===== config.mk =====
export PLATFORM = sky130hd
export DESIGN_NAME = sync_check_event_recorder
export DESIGN_NICKNAME = d
export VERILOG_FILES = /design/src/rtl/sync_check_pkg.sv /design/src/rtl/sync_check_event_recorder.sv
export SDC_FILE = /design/constraint.sdc
export NUM_CORES = 2
export LEC_CHECK = 0
export BUFFER_PORTS_ARGS = -buffer_cell sky130_fd_sc_hd__buf_2
export CORE_MARGIN = 2
export CORE_UTILIZATION = 59
export DETAILED_ROUTE_END_ITERATION = 8
export GPL_ROUTABILITY_DRIVEN = 0
export PLACE_DENSITY = 0.78
export SYNTH_ARGS = -nofsm -noshare
export SYNTH_HDL_FRONTEND = slang
export SYNTH_SLANG_ARGS = --single-unit

===== constraint.sdc =====
create_clock -name i_clock -period 31.9 [get_ports i_clock]
set_input_delay 6.38 -clock i_clock [delete_from_list [all_inputs] [get_ports i_clock]]
set_output_delay 6.38 -clock i_clock [all_outputs]
set_load 0.01 [all_outputs]

===== src/rtl/sync_check_pkg.sv =====
/*
  Shared constants and carriers for the synchronism-check event recorder:
  stage count, condition codes, forced-status codes, record layout.
  Assumes every input comes from logic on the single 40 MHz system clock.
*/
package sync_check_pkg;

  // ----------------------------------------------------------------------
  // Sizes
  // ----------------------------------------------------------------------
  localparam int unsigned NUM_STAGES   = 3;
  localparam int unsigned NUM_COND     = 8;
  localparam int unsigned NUM_EVT_SRC  = NUM_STAGES * NUM_COND;
  localparam int unsigned REC_DEPTH    = 12;
  localparam int unsigned TIME_W       = 48;
  localparam int unsigned MEAS_W       = 16;
  localparam int unsigned GROUP_W      = 3;
  localparam int unsigned FORCE_W      = 3;

  // ----------------------------------------------------------------------
  // Condition positions within a stage's flag vector
  // ----------------------------------------------------------------------
  localparam logic [2:0] COND_BLOCKED   = 3'h0;
  localparam logic [2:0] COND_OK        = 3'h1;
  localparam logic [2:0] COND_BYPASS    = 3'h2;
  localparam logic [2:0] COND_VOLT_COND = 3'h3;
  localparam logic [2:0] COND_VDIFF     = 3'h4;
  localparam logic [2:0] COND_ADIFF     = 3'h5;
  localparam logic [2:0] COND_FDIFF     = 3'h6;
  localparam logic [2:0] COND_SWITCH    = 3'h7;

  // ----------------------------------------------------------------------
  // Forced status codes
  // ----------------------------------------------------------------------
  localparam logic [FORCE_W-1:0] FORCE_NORMAL = 3'h0;
  localparam logic [FORCE_W-1:0] FORCE_MAX    = 3'h6;

  localparam logic [1:0] STAGE_NONE = 2'h3;

  // ----------------------------------------------------------------------
  // Carriers
  // ----------------------------------------------------------------------
  typedef logic [NUM_COND-1:0] stage_flags_t;

  typedef struct packed {
    logic [MEAS_W-1:0] first_ref_voltage;
    logic [MEAS_W-1:0] second_ref_voltage;
    logic [3:0]        voltage_state_condition;
    logic [3:0]        voltage_status;
    logic [MEAS_W-1:0] voltage_difference;
    logic [MEAS_W-1:0] voltage_difference_limit;
    logic [MEAS_W-1:0] angle_difference;
    logic [MEAS_W-1:0] angle_difference_limit;
    logic [MEAS_W-1:0] frequency_difference;
    logic [MEAS_W-1:0] frequency_difference_limit;
  } stage_data_t;

  typedef struct packed {
    logic [1:0] stage;
    logic [2:0] cond;
    logic       is_on;
  } event_id_t;

  typedef struct packed {
    logic [TIME_W-1:0]  time_ms;
    event_id_t          id;
    stage_data_t        data;
    logic [GROUP_W-1:0] setting_group;
  } event_record_t;

  localparam event_record_t RECORD_RESET = '0;

endpackage


===== src/rtl/sync_check_event_recorder.sv =====
/*
  Event and record logic of the three-stage synchronism check.
  Detects edges on each stage's status and comparison flags, queues
  the selected ON/OFF events, emits one per cycle toward the main event
  buffer and keeps the latest operations in a circular record store.
  Assumes flags, measurements, time and settings are synchronous to
  i_clock and that the time counter counts milliseconds.
*/
`timescale 1ns/100ps
module sync_check_event_recorder #(
  parameter int unsigned NUM_RECORDS = sync_check_pkg::REC_DEPTH
) (
  input  wire logic                                 i_clock,
  input  wire logic                                 i_sys_rst,
  input  wire sync_check_pkg::stage_flags_t         i_stage_flags [sync_check_pkg::NUM_STAGES],
  input  wire sync_check_pkg::stage_data_t          i_stage_data  [sync_check_pkg::NUM_STAGES],
  input  wire logic                                 i_force_enable,
  input  wire logic [sync_check_pkg::FORCE_W-1:0]   i_force_status,
  input  wire logic [sync_check_pkg::NUM_EVT_SRC-1:0] i_on_select,
  input  wire logic [sync_check_pkg::NUM_EVT_SRC-1:0] i_off_select,
  input  wire logic [sync_check_pkg::TIME_W-1:0]    i_time_ms,
  input  wire logic [sync_check_pkg::GROUP_W-1:0]   i_setting_group,
  input  wire logic [3:0]                           i_read_index,
  output logic                                      o_event_valid,
  output sync_check_pkg::event_record_t             o_event,
  output sync_check_pkg::event_record_t             o_record,
  output logic                                      o_record_valid,
  output logic [3:0]                                o_record_count
);
  import sync_check_pkg::*;

  localparam int unsigned PTR_W  = $clog2(NUM_RECORDS);
  localparam int unsigned PEND_W = 2 * NUM_EVT_SRC;
  localparam int unsigned IDX_W  = $clog2(PEND_W);

  // ----------------------------------------------------------------------
  // Helpers
  // ----------------------------------------------------------------------
  // Stage that a forced code addresses, or none
  function automatic logic [1:0] forced_stage(input logic [FORCE_W-1:0] code);
    logic [FORCE_W-1:0] off;
    off = code - 3'h1;
    if (code == FORCE_NORMAL || code > FORCE_MAX) begin
      forced_stage = STAGE_NONE;
    end else begin
      forced_stage = off[2:1];
    end
  endfunction

  // Lowest pending index, ON before OFF; fixed priority keeps arbitration cheap
  function automatic logic [IDX_W-1:0] first_set(input logic [PEND_W-1:0] vec);
    first_set = '0;
    for (int k = PEND_W - 1; k >= 0; k--) begin
      if (vec[k]) begin
        first_set = IDX_W'(k);
      end
    end
  endfunction

  function automatic logic [PTR_W-1:0] ptr_wrap(input logic [PTR_W:0] value);
    if (value >= (PTR_W+1)'(NUM_RECORDS)) begin
      ptr_wrap = PTR_W'(value - (PTR_W+1)'(NUM_RECORDS));
    end else begin
      ptr_wrap = value[PTR_W-1:0];
    end
  endfunction

  // Pending indices below the source count are ON requests
  function automatic logic pick_is_on(input logic [IDX_W-1:0] idx);
    pick_is_on = (idx < IDX_W'(NUM_EVT_SRC));
  endfunction

  // Source number of a pending index, whichever polarity it carries
  function automatic logic [4:0] pick_source(input logic [IDX_W-1:0] idx);
    if (pick_is_on(idx)) begin
      pick_source = 5'(idx);
    end else begin
      pick_source = 5'(idx - IDX_W'(NUM_EVT_SRC));
    end
  endfunction

  // ----------------------------------------------------------------------
  // Effective flags with forcing applied
  // ----------------------------------------------------------------------
  stage_flags_t eff_flags [NUM_STAGES];
  logic [1:0]   force_stage;

  always_comb begin
    force_stage = i_force_enable ? forced_stage(i_force_status) : STAGE_NONE;
    for (int s = 0; s < NUM_STAGES; s++) begin
      eff_flags[s] = i_stage_flags[s];
      if (force_stage == 2'(s)) begin
        // Odd codes force blocked, even codes force ok
        eff_flags[s][COND_BLOCKED] = i_force_status[0];
        eff_flags[s][COND_OK]      = ~i_force_status[0];
      end
    end
  end

  // ----------------------------------------------------------------------
  // Edge detection and pending queue
  // ----------------------------------------------------------------------
  logic [NUM_EVT_SRC-1:0] prev_reg;
  logic [NUM_EVT_SRC-1:0] prev_next;
  logic [NUM_EVT_SRC-1:0] pend_on_reg;
  logic [NUM_EVT_SRC-1:0] pend_on_next;
  logic [NUM_EVT_SRC-1:0] pend_off_reg;
  logic [NUM_EVT_SRC-1:0] pend_off_next;
  logic [NUM_EVT_SRC-1:0] rise;
  logic [NUM_EVT_SRC-1:0] fall;
  logic [PEND_W-1:0]      pend_all;
  logic [IDX_W-1:0]       pick;
  logic                   emit;
  logic [NUM_EVT_SRC-1:0] clr_on;
  logic [NUM_EVT_SRC-1:0] clr_off;
  logic [4:0]             src;

  always_comb begin
    for (int s = 0; s < NUM_STAGES; s++) begin
      prev_next[s*NUM_COND +: NUM_COND] = eff_flags[s];
    end
    // Status, voltage-state and difference flags all share this path
    rise = prev_next & ~prev_reg;
    fall = ~prev_next & prev_reg;
    pend_all = {pend_off_reg, pend_on_reg};
    emit = |pend_all;
    pick = first_set(pend_all);
    src     = pick_source(pick);
    clr_on  = '0;
    clr_off = '0;
    if (emit) begin
      if (pick_is_on(pick)) begin
        clr_on[src] = 1'b1;
      end else begin
        clr_off[src] = 1'b1;
      end
    end
    // New edge wins over the clear of the same source
    pend_on_next  = (pend_on_reg & ~clr_on) | (rise & i_on_select);
    pend_off_next = (pend_off_reg & ~clr_off) | (fall & i_off_select);
  end

  always_ff @(posedge i_clock) begin
    if (i_sys_rst) begin
      prev_reg     <= '0;
      pend_on_reg  <= '0;
      pend_off_reg <= '0;
    end else begin
      prev_reg     <= prev_next;
      pend_on_reg  <= pend_on_next;
      pend_off_reg <= pend_off_next;
    end
  end

  // ----------------------------------------------------------------------
  // Event composition
  // ----------------------------------------------------------------------
  event_record_t evt_next;
  logic [1:0]    evt_stage;

  always_comb begin
    evt_stage              = 2'(src / 5'(NUM_COND));
    evt_next               = RECORD_RESET;
    evt_next.time_ms       = i_time_ms;
    evt_next.id.stage      = evt_stage;
    evt_next.id.cond       = 3'(src % 5'(NUM_COND));
    evt_next.id.is_on      = pick_is_on(pick);
    evt_next.data          = i_stage_data[evt_stage];
    evt_next.setting_group = i_setting_group;
  end

  event_record_t o_event_next;
  logic          o_event_valid_next;

  always_comb begin
    o_event_valid_next = emit;
    o_event_next       = emit ? evt_next : o_event;
  end

  always_ff @(posedge i_clock) begin
    if (i_sys_rst) begin
      o_event_valid <= 1'b0;
      o_event       <= RECORD_RESET;
    end else begin
      o_event_valid <= o_event_valid_next;
      o_event       <= o_event_next;
    end
  end

  // ----------------------------------------------------------------------
  // Record store
  // ----------------------------------------------------------------------
  // Records follow the emitted stream, so a deselected edge is not kept
  event_record_t    rec_mem [NUM_RECORDS];
  logic [PTR_W-1:0] wr_ptr_reg;
  logic [PTR_W-1:0] wr_ptr_next;
  logic [3:0]       count_next;

  always_comb begin
    wr_ptr_next = wr_ptr_reg;
    count_next  = o_record_count;
    if (emit) begin
      wr_ptr_next = ptr_wrap({1'b0, wr_ptr_reg} + (PTR_W+1)'(1));
      if (o_record_count < 4'(NUM_RECORDS)) begin
        count_next = o_record_count + 4'h1;
      end
    end
  end

  always_ff @(posedge i_clock) begin
    if (i_sys_rst) begin
      wr_ptr_reg     <= '0;
      o_record_count <= '0;
    end else begin
      wr_ptr_reg     <= wr_ptr_next;
      o_record_count <= count_next;
    end
  end

  // Oldest slot is the one overwritten once the store is full
  always_ff @(posedge i_clock) begin
    if (emit) begin
      rec_mem[wr_ptr_reg] <= evt_next;
    end
  end

  // ----------------------------------------------------------------------
  // Read port: index 0 is the newest record
  // ----------------------------------------------------------------------
  logic [PTR_W-1:0] rd_ptr;
  logic             rd_ok;
  event_record_t    o_record_next;

  always_comb begin
    rd_ok  = (i_read_index < o_record_count);
    rd_ptr = ptr_wrap({1'b0, wr_ptr_reg} + (PTR_W+1)'(NUM_RECORDS - 1)
                      - (PTR_W+1)'(i_read_index));
    o_record_next = rd_ok ? rec_mem[rd_ptr] : RECORD_RESET;
  end

  always_ff @(posedge i_clock) begin
    if (i_sys_rst) begin
      o_record       <= RECORD_RESET;
      o_record_valid <= 1'b0;
    end else begin
      o_record       <= o_record_next;
      o_record_valid <= rd_ok;
    end
  end

endmodule


* Word level (Yosys, flattened, before mapping)
Memory sizes are Yosys's and may differ from the RTL's. A register that Yosys moved wholly into a read port is not among the register bits.
Index checks and enable logic that the tools add are counted.
** Storage, ports and cells
- Register bits after elaboration :: 275
- Bits in writable memories :: 2316
- Input port bits :: 541
- Output and inout bits :: 392
- Word-level logic and storage cells :: 131
- Memories kept :: 1
** Operators by class
- Add/sub/neg operators :: 8
- Magnitude comparators :: 9
- Equal/unequal tests :: 2
- Muxes and demuxes :: 67
- Bitwise logic cells :: 15
- Reduce and logical (&&, ||, !) cells :: 7
** Memory list
- rec_mem :: words 12, width 193, rd ports 1, clocked after Yosys merged registers in 1, write ports 1, RTL line sync_check_event_recorder.sv:194 : event_record_t rec_mem [NUM_RECORDS];
** Operator list (count)
- two-way mux 6 bit :: 48
- binary-select mux 136 bit (select 2 bit) :: 1
- two-way mux 136 bit :: 2
- bitwise AND 24 bit :: 6
- two-way mux 24 bit :: 4
- inverter 24 bit :: 4
- bitwise OR 24 bit :: 2
- OR reduction 48 bit :: 1
- greater-or-equal comparator 5 x 4 -> 1 bit (second input constant) :: 2
- two-way mux 2 bit :: 5
- two-way mux 4 bit :: 2
- subtractor 4 bit (second input constant) :: 2
- less-than comparator 5 x 6 -> 1 bit (second input constant) :: 1
- less-than comparator 6 x 5 -> 1 bit (second input constant) :: 1
- adder 4 x 1 -> 5 bit (second input constant) :: 1
- adder 4 x 4 -> 5 bit (second input constant) :: 1
- demux 1 bit (select 5 bit) :: 1
- greater-or-equal comparator 5 x 1 -> 1 bit (second input constant) :: 1
- two-way mux 5 bit :: 1
- subtractor 5 x 4 -> 5 bit :: 1
- subtractor 5 bit (second input constant) :: 1
- adder 4 x 1 -> 4 bit (second input constant) :: 1
- less-than comparator 4 bit :: 1
- less-than comparator 4 bit (second input constant) :: 1
- 14 further kinds :: 17

* Logic depth before layout (Yosys ltp)
- Depth in word-level cells :: 59
- Gate-level depth with buffers :: 14
- Depth with buffers taken out :: 11

* Worst setup path before layout
Ideal clock, no wire load.
- Kind :: flip-flop to flip-flop
- From :: register pend_on_reg[0]
- To :: memory rec_mem[11][0] in the netlist's numbering (enable)
- Setup time :: 1.287 ns
- Arrival :: 20.734 ns
- Data required time :: 30.613 ns
- Path slack :: 9.879 ns
- Cell stages (with the launch flop) :: 8
- Path through :: dfxtp_1 buf_2 nor4_4 nand4_2 nor4_2 buf_2 buf_2 nor4b_1
** Between the ends
- Longest elaborated chain between the ends :: 3
** Ends and longest elaborated chain
- from (decl) :: RTL line sync_check_event_recorder.sv:105 : logic [NUM_EVT_SRC-1:0] pend_on_reg;
- from (signal assigned) :: RTL line sync_check_event_recorder.sv:150 : pend_on_reg <= pend_on_next;
- OR reduction 48 bit :: RTL line sync_check_event_recorder.sv:126 : emit = |pend_all;
- two-way mux 1 bit :: RTL line sync_check_event_recorder.sv:222 : if (emit) begin
- two-way mux 1 bit (implied by the code) :: RTL line sync_check_event_recorder.sv:223 : rec_mem[wr_ptr_reg] <= evt_next;
- to (decl) :: RTL line sync_check_event_recorder.sv:194
No other way between the ends.

* Final worst setup path
- From :: input i_read_index[0]
- To :: register o_record[5] in the netlist's numbering
** Between the ends
- Longest elaborated chain between the ends :: 3
** Ends and longest elaborated chain
- from (decl) :: RTL line sync_check_event_recorder.sv:23 : input wire logic [3:0] i_read_index,
- subtractor 5 x 4 -> 5 bit or less-than comparator 4 bit (tied branches) :: RTL line sync_check_event_recorder.sv:237, sync_check_event_recorder.sv:235
- subtractor 4 bit (tied with other cells) :: RTL line sync_check_event_recorder.sv:62 : ptr_wrap = PTR_W'(value - (PTR_W+1)'(NUM_RECORDS));
- two-way mux 4 bit or OR reduction 2 bit (tied branches)
- to (signal assigned) :: RTL line sync_check_event_recorder.sv:246 : o_record <= o_record_next;
- to (decl) :: RTL line sync_check_event_recorder.sv:26 : output sync_check_pkg::event_record_t o_record,
Parallel ways exist; a longest one is shown, timed or not.
A chain may end at the register's enable or synchronous reset.

==> reports/metrics.yaml <==
run_status:
  status: "complete, but fails checks"
  violations: "capacitance limit"
global_route:
  antenna_found_initial: 14
  grt_pass1_vias: 60452
  gr-total-overflow: 0
  grt_max_degree: 161
  grt_pass1_wl_um: 399400
  grt_usage: 0.3034
clock_network:
  cts_max_path_buffers: 4
  insertion_delay_ns: 0.95
  clock_sinks: 2784
  cts_max_level: 5
  cts_tree: "yes"
  cts_hold_buffers: 0
  cts_buffers: 289
  cts_root_buffer: "clkbuf_16"
  path_clk_slew_ns: 0.06
  ctsResizeCount: 0
  post_cts_buffers: 0
critical_path:
  required_ns: 32.65
  path_cells: "buf_2, inv_1, ha_4, buf_4, buf_4, buf_4, buf_4, buf_4, mux4_2, o21ai_0, a31oi_1"
  endpoint_kind: "register"
  cp-start-kind: "input pin"
  max_stage_delay_ns: 0.89
  worstPathMaxFanout: 52
  crit_path_frequent_cell: "buf_4"
  crit_type: "input pin to register"
  worstPathArrival_ns: 12.71
  slowest_stage: "buf_4"
synthesis:
  synth_warnings: 0
  ys_seq_area_frac: 0.7549
  async_reset_ff_frac: 0
  synth_ff_type: "edfxtp_1"
  netlist_instances: 5764
  synth_area_mm2: 0.1045
  synthesis.nets: 6326
  synth_edf_count: 2316
  ys_ff_latch: 2784
  synth_cell_types: 75
  avgSynthCellArea_um2: 18.14
pwr:
  peakVddDrop_mv: 0.06371
  leakage_nw: 41.94
  p_per_area_mw_per_mm2: 76.68
floorplanning:
  initial_core_util: 0.5936
  core_mm2: 0.1761
  io_pins: 933
  fp.dieH_um: 424.9
  dieArea_mm2: 0.1806
  die_w_um: 424.9
  placementRows: 154
finish:
  fin_util: 0.6852
  area_growth_pct: 15.43
  drive_above_1_share: 0.2951
  fin_nets: 7276
  regMostFlops: "rec_mem"
  largest_reg_flops: 2316
  top_regs: "rec_mem x2316, o_event x193, o_record x193"
drt:
  ant_nets: 0
  dr.pass1.iters: 6
  drt-vias-per-instance: 6.470
  wl_um: 275200
  drt_iter0_markers: 6577
  drcViolationCount: 0
  post_drt_wl_per_cell_um: 29.68
  vias: 59999
timing:
  rsz0062_at_grt: "no"
  maxSlewHeadroom: 0.003226
  worstMarginPinSlew_ns: 1.488
  finalCritPeriodShare: 0.3748
  clock_skew_ns: 0.06511
  setup-tns-final_ns: 0
  setup_viol: 0
  finalHoldViolCount: 0
  maxSlewViolCount: 0
  max_freq_mhz: 83.63
  period_minus_slack_ns: 11.96
placed_design:
  numPortBuffers: 932
  hpwl_um: 148500
flow_run:
  drv_cap: 1
min_path:
  hp-class: "register to register"
[cell type report]
cell class / count / area (µm²)
Sequential cell: 2784 / 78920
Fill cell: 10981 / 55440
Multi-Input combinational cell: 2588 / 24160
Clock buffer: 388 / 7963
Timing Repair Buffer: 1018 / 5483
Tap cell: 2340 / 2928
Clock inverter: 116 / 1086
Inverter: 33 / 123.9
Antenna cell: 7 / 17.52
[power by group]
group          internal (mW)  switching [mW]  total, mW
sequential              4.38          0.0959       4.47
combinational          0.504            1.03       1.53
clock                   1.91            1.34       3.25
total                   6.79            2.46       9.25
[stage by stage]
stage          cells  cell area, µm²  hold WS, ns  total power, mW  worst slack [ns]
2_1_floorplan   5764          104500       0.3907            5.469             9.879
3_5_place_dp    8763          111600       0.4160            6.057             18.78
6_report        9274          120700       0.4287            9.253             19.94
4_1_cts         9267          120700       0.4249            9.296             19.66
5_1_grt         9270          120700       0.4521            9.546             19.20
3_3_place_gp    8763          111600       0.4094            6.005             18.83
[cells by family after synthesis]
logic type,count (synthesis),synth area share
muxes,587,0.1255
buffers and inverters,392,0.01562
DFF,2784,0.7549
AOI/OAI and AO/OA,846,0.05205
adders and majority gates,21,0.002585
and+or+nand+nor,1129,0.04893
xor gates and xnor gates,5,0.0004190
[Yosys cell counts, types with 16 or more instances]
cell,instances,area [µm²]
nor2b_1,26,162.7
a221o_1,136,1361
buf_2,48,240.2
mux4_2,579,13040
edfxtp_1,2316,69550
ha_1,20,250.2
clkbuf_1,276,1036
a31oi_1,203,1270
and2_1,143,894.6
nor2_1,56,210.2
buf_1,20,75.07
a311oi_1,16,140.1
nand2_1,780,2928
a21oi_1,225,1126
nand3b_1,33,247.7
dfxtp_1,468,9369
inv_1,31,116.4
o21ai_0,203,1016
[routing by layer]
metal / vias to the layer above / wire [µm] / GRT usage
li1: 24803 / - / -
met1: 31023 / 102100 / 0.4026
met2: 3538 / 136900 / 0.4970
met3: 627 / 23440 / 0.05673
met4: 8 / 12650 / 0.1326
met5: - / 115 / 0
[layout by cell type (no fill, tap or decap), types with 11 or more instances in the layout]
cell type  count
a31oi_1      203
nor2_1        55
dfxtp_1      468
buf_12        13
bufinv_16     20
o21ai_0      203
nor2b_1       26
ha_1          18
nand3b_1      33
buf_2        931
clkinv_1      38
nor4_1        11
a311oi_1      16
a221o_1      136
inv_1         31
clkinv_2      42
clkbuf_16    293
nor3_1        15
nand2_1      779
mux4_2       579
clkbuf_8      27
edfxtp_1    2316
clkbuf_1      67
buf_4         73
and2_1       143
a21oi_1      225
[worst paths after layout]
| check | startpoint | end | slack [ns] | cells after the start |
|---|---|---|---|---|
| hold / removal | prev_reg[0]$_SDFF_PP0_ | pend_on_reg[0]$_SDFF_PP0_ | 0.43 | 1 |
| setup / recovery | i_read_index[0] | o_record[5]$_SDFF_PP0_ | 19.94 | 11 |
| setup reg to reg | wr_ptr_reg[0]$_SDFFE_PP0P_ | o_record[5]$_SDFF_PP0_ | 25.22 | 9 |
| hold reg to reg | prev_reg[0]$_SDFF_PP0_ | pend_on_reg[0]$_SDFF_PP0_ | 0.43 | 1 |
[critical path, delay by kind of cell]
| kind | cells | cell delay (ns) |
|---|---|---|
| buf+inv | 7 | 4.47 |
| mux | 1 | 0.60 |
| compound gates | 2 | 0.30 |
| fa+ha+maj | 1 | 0.68 |
No activity file was read; power rests on OpenSTA's default activity.
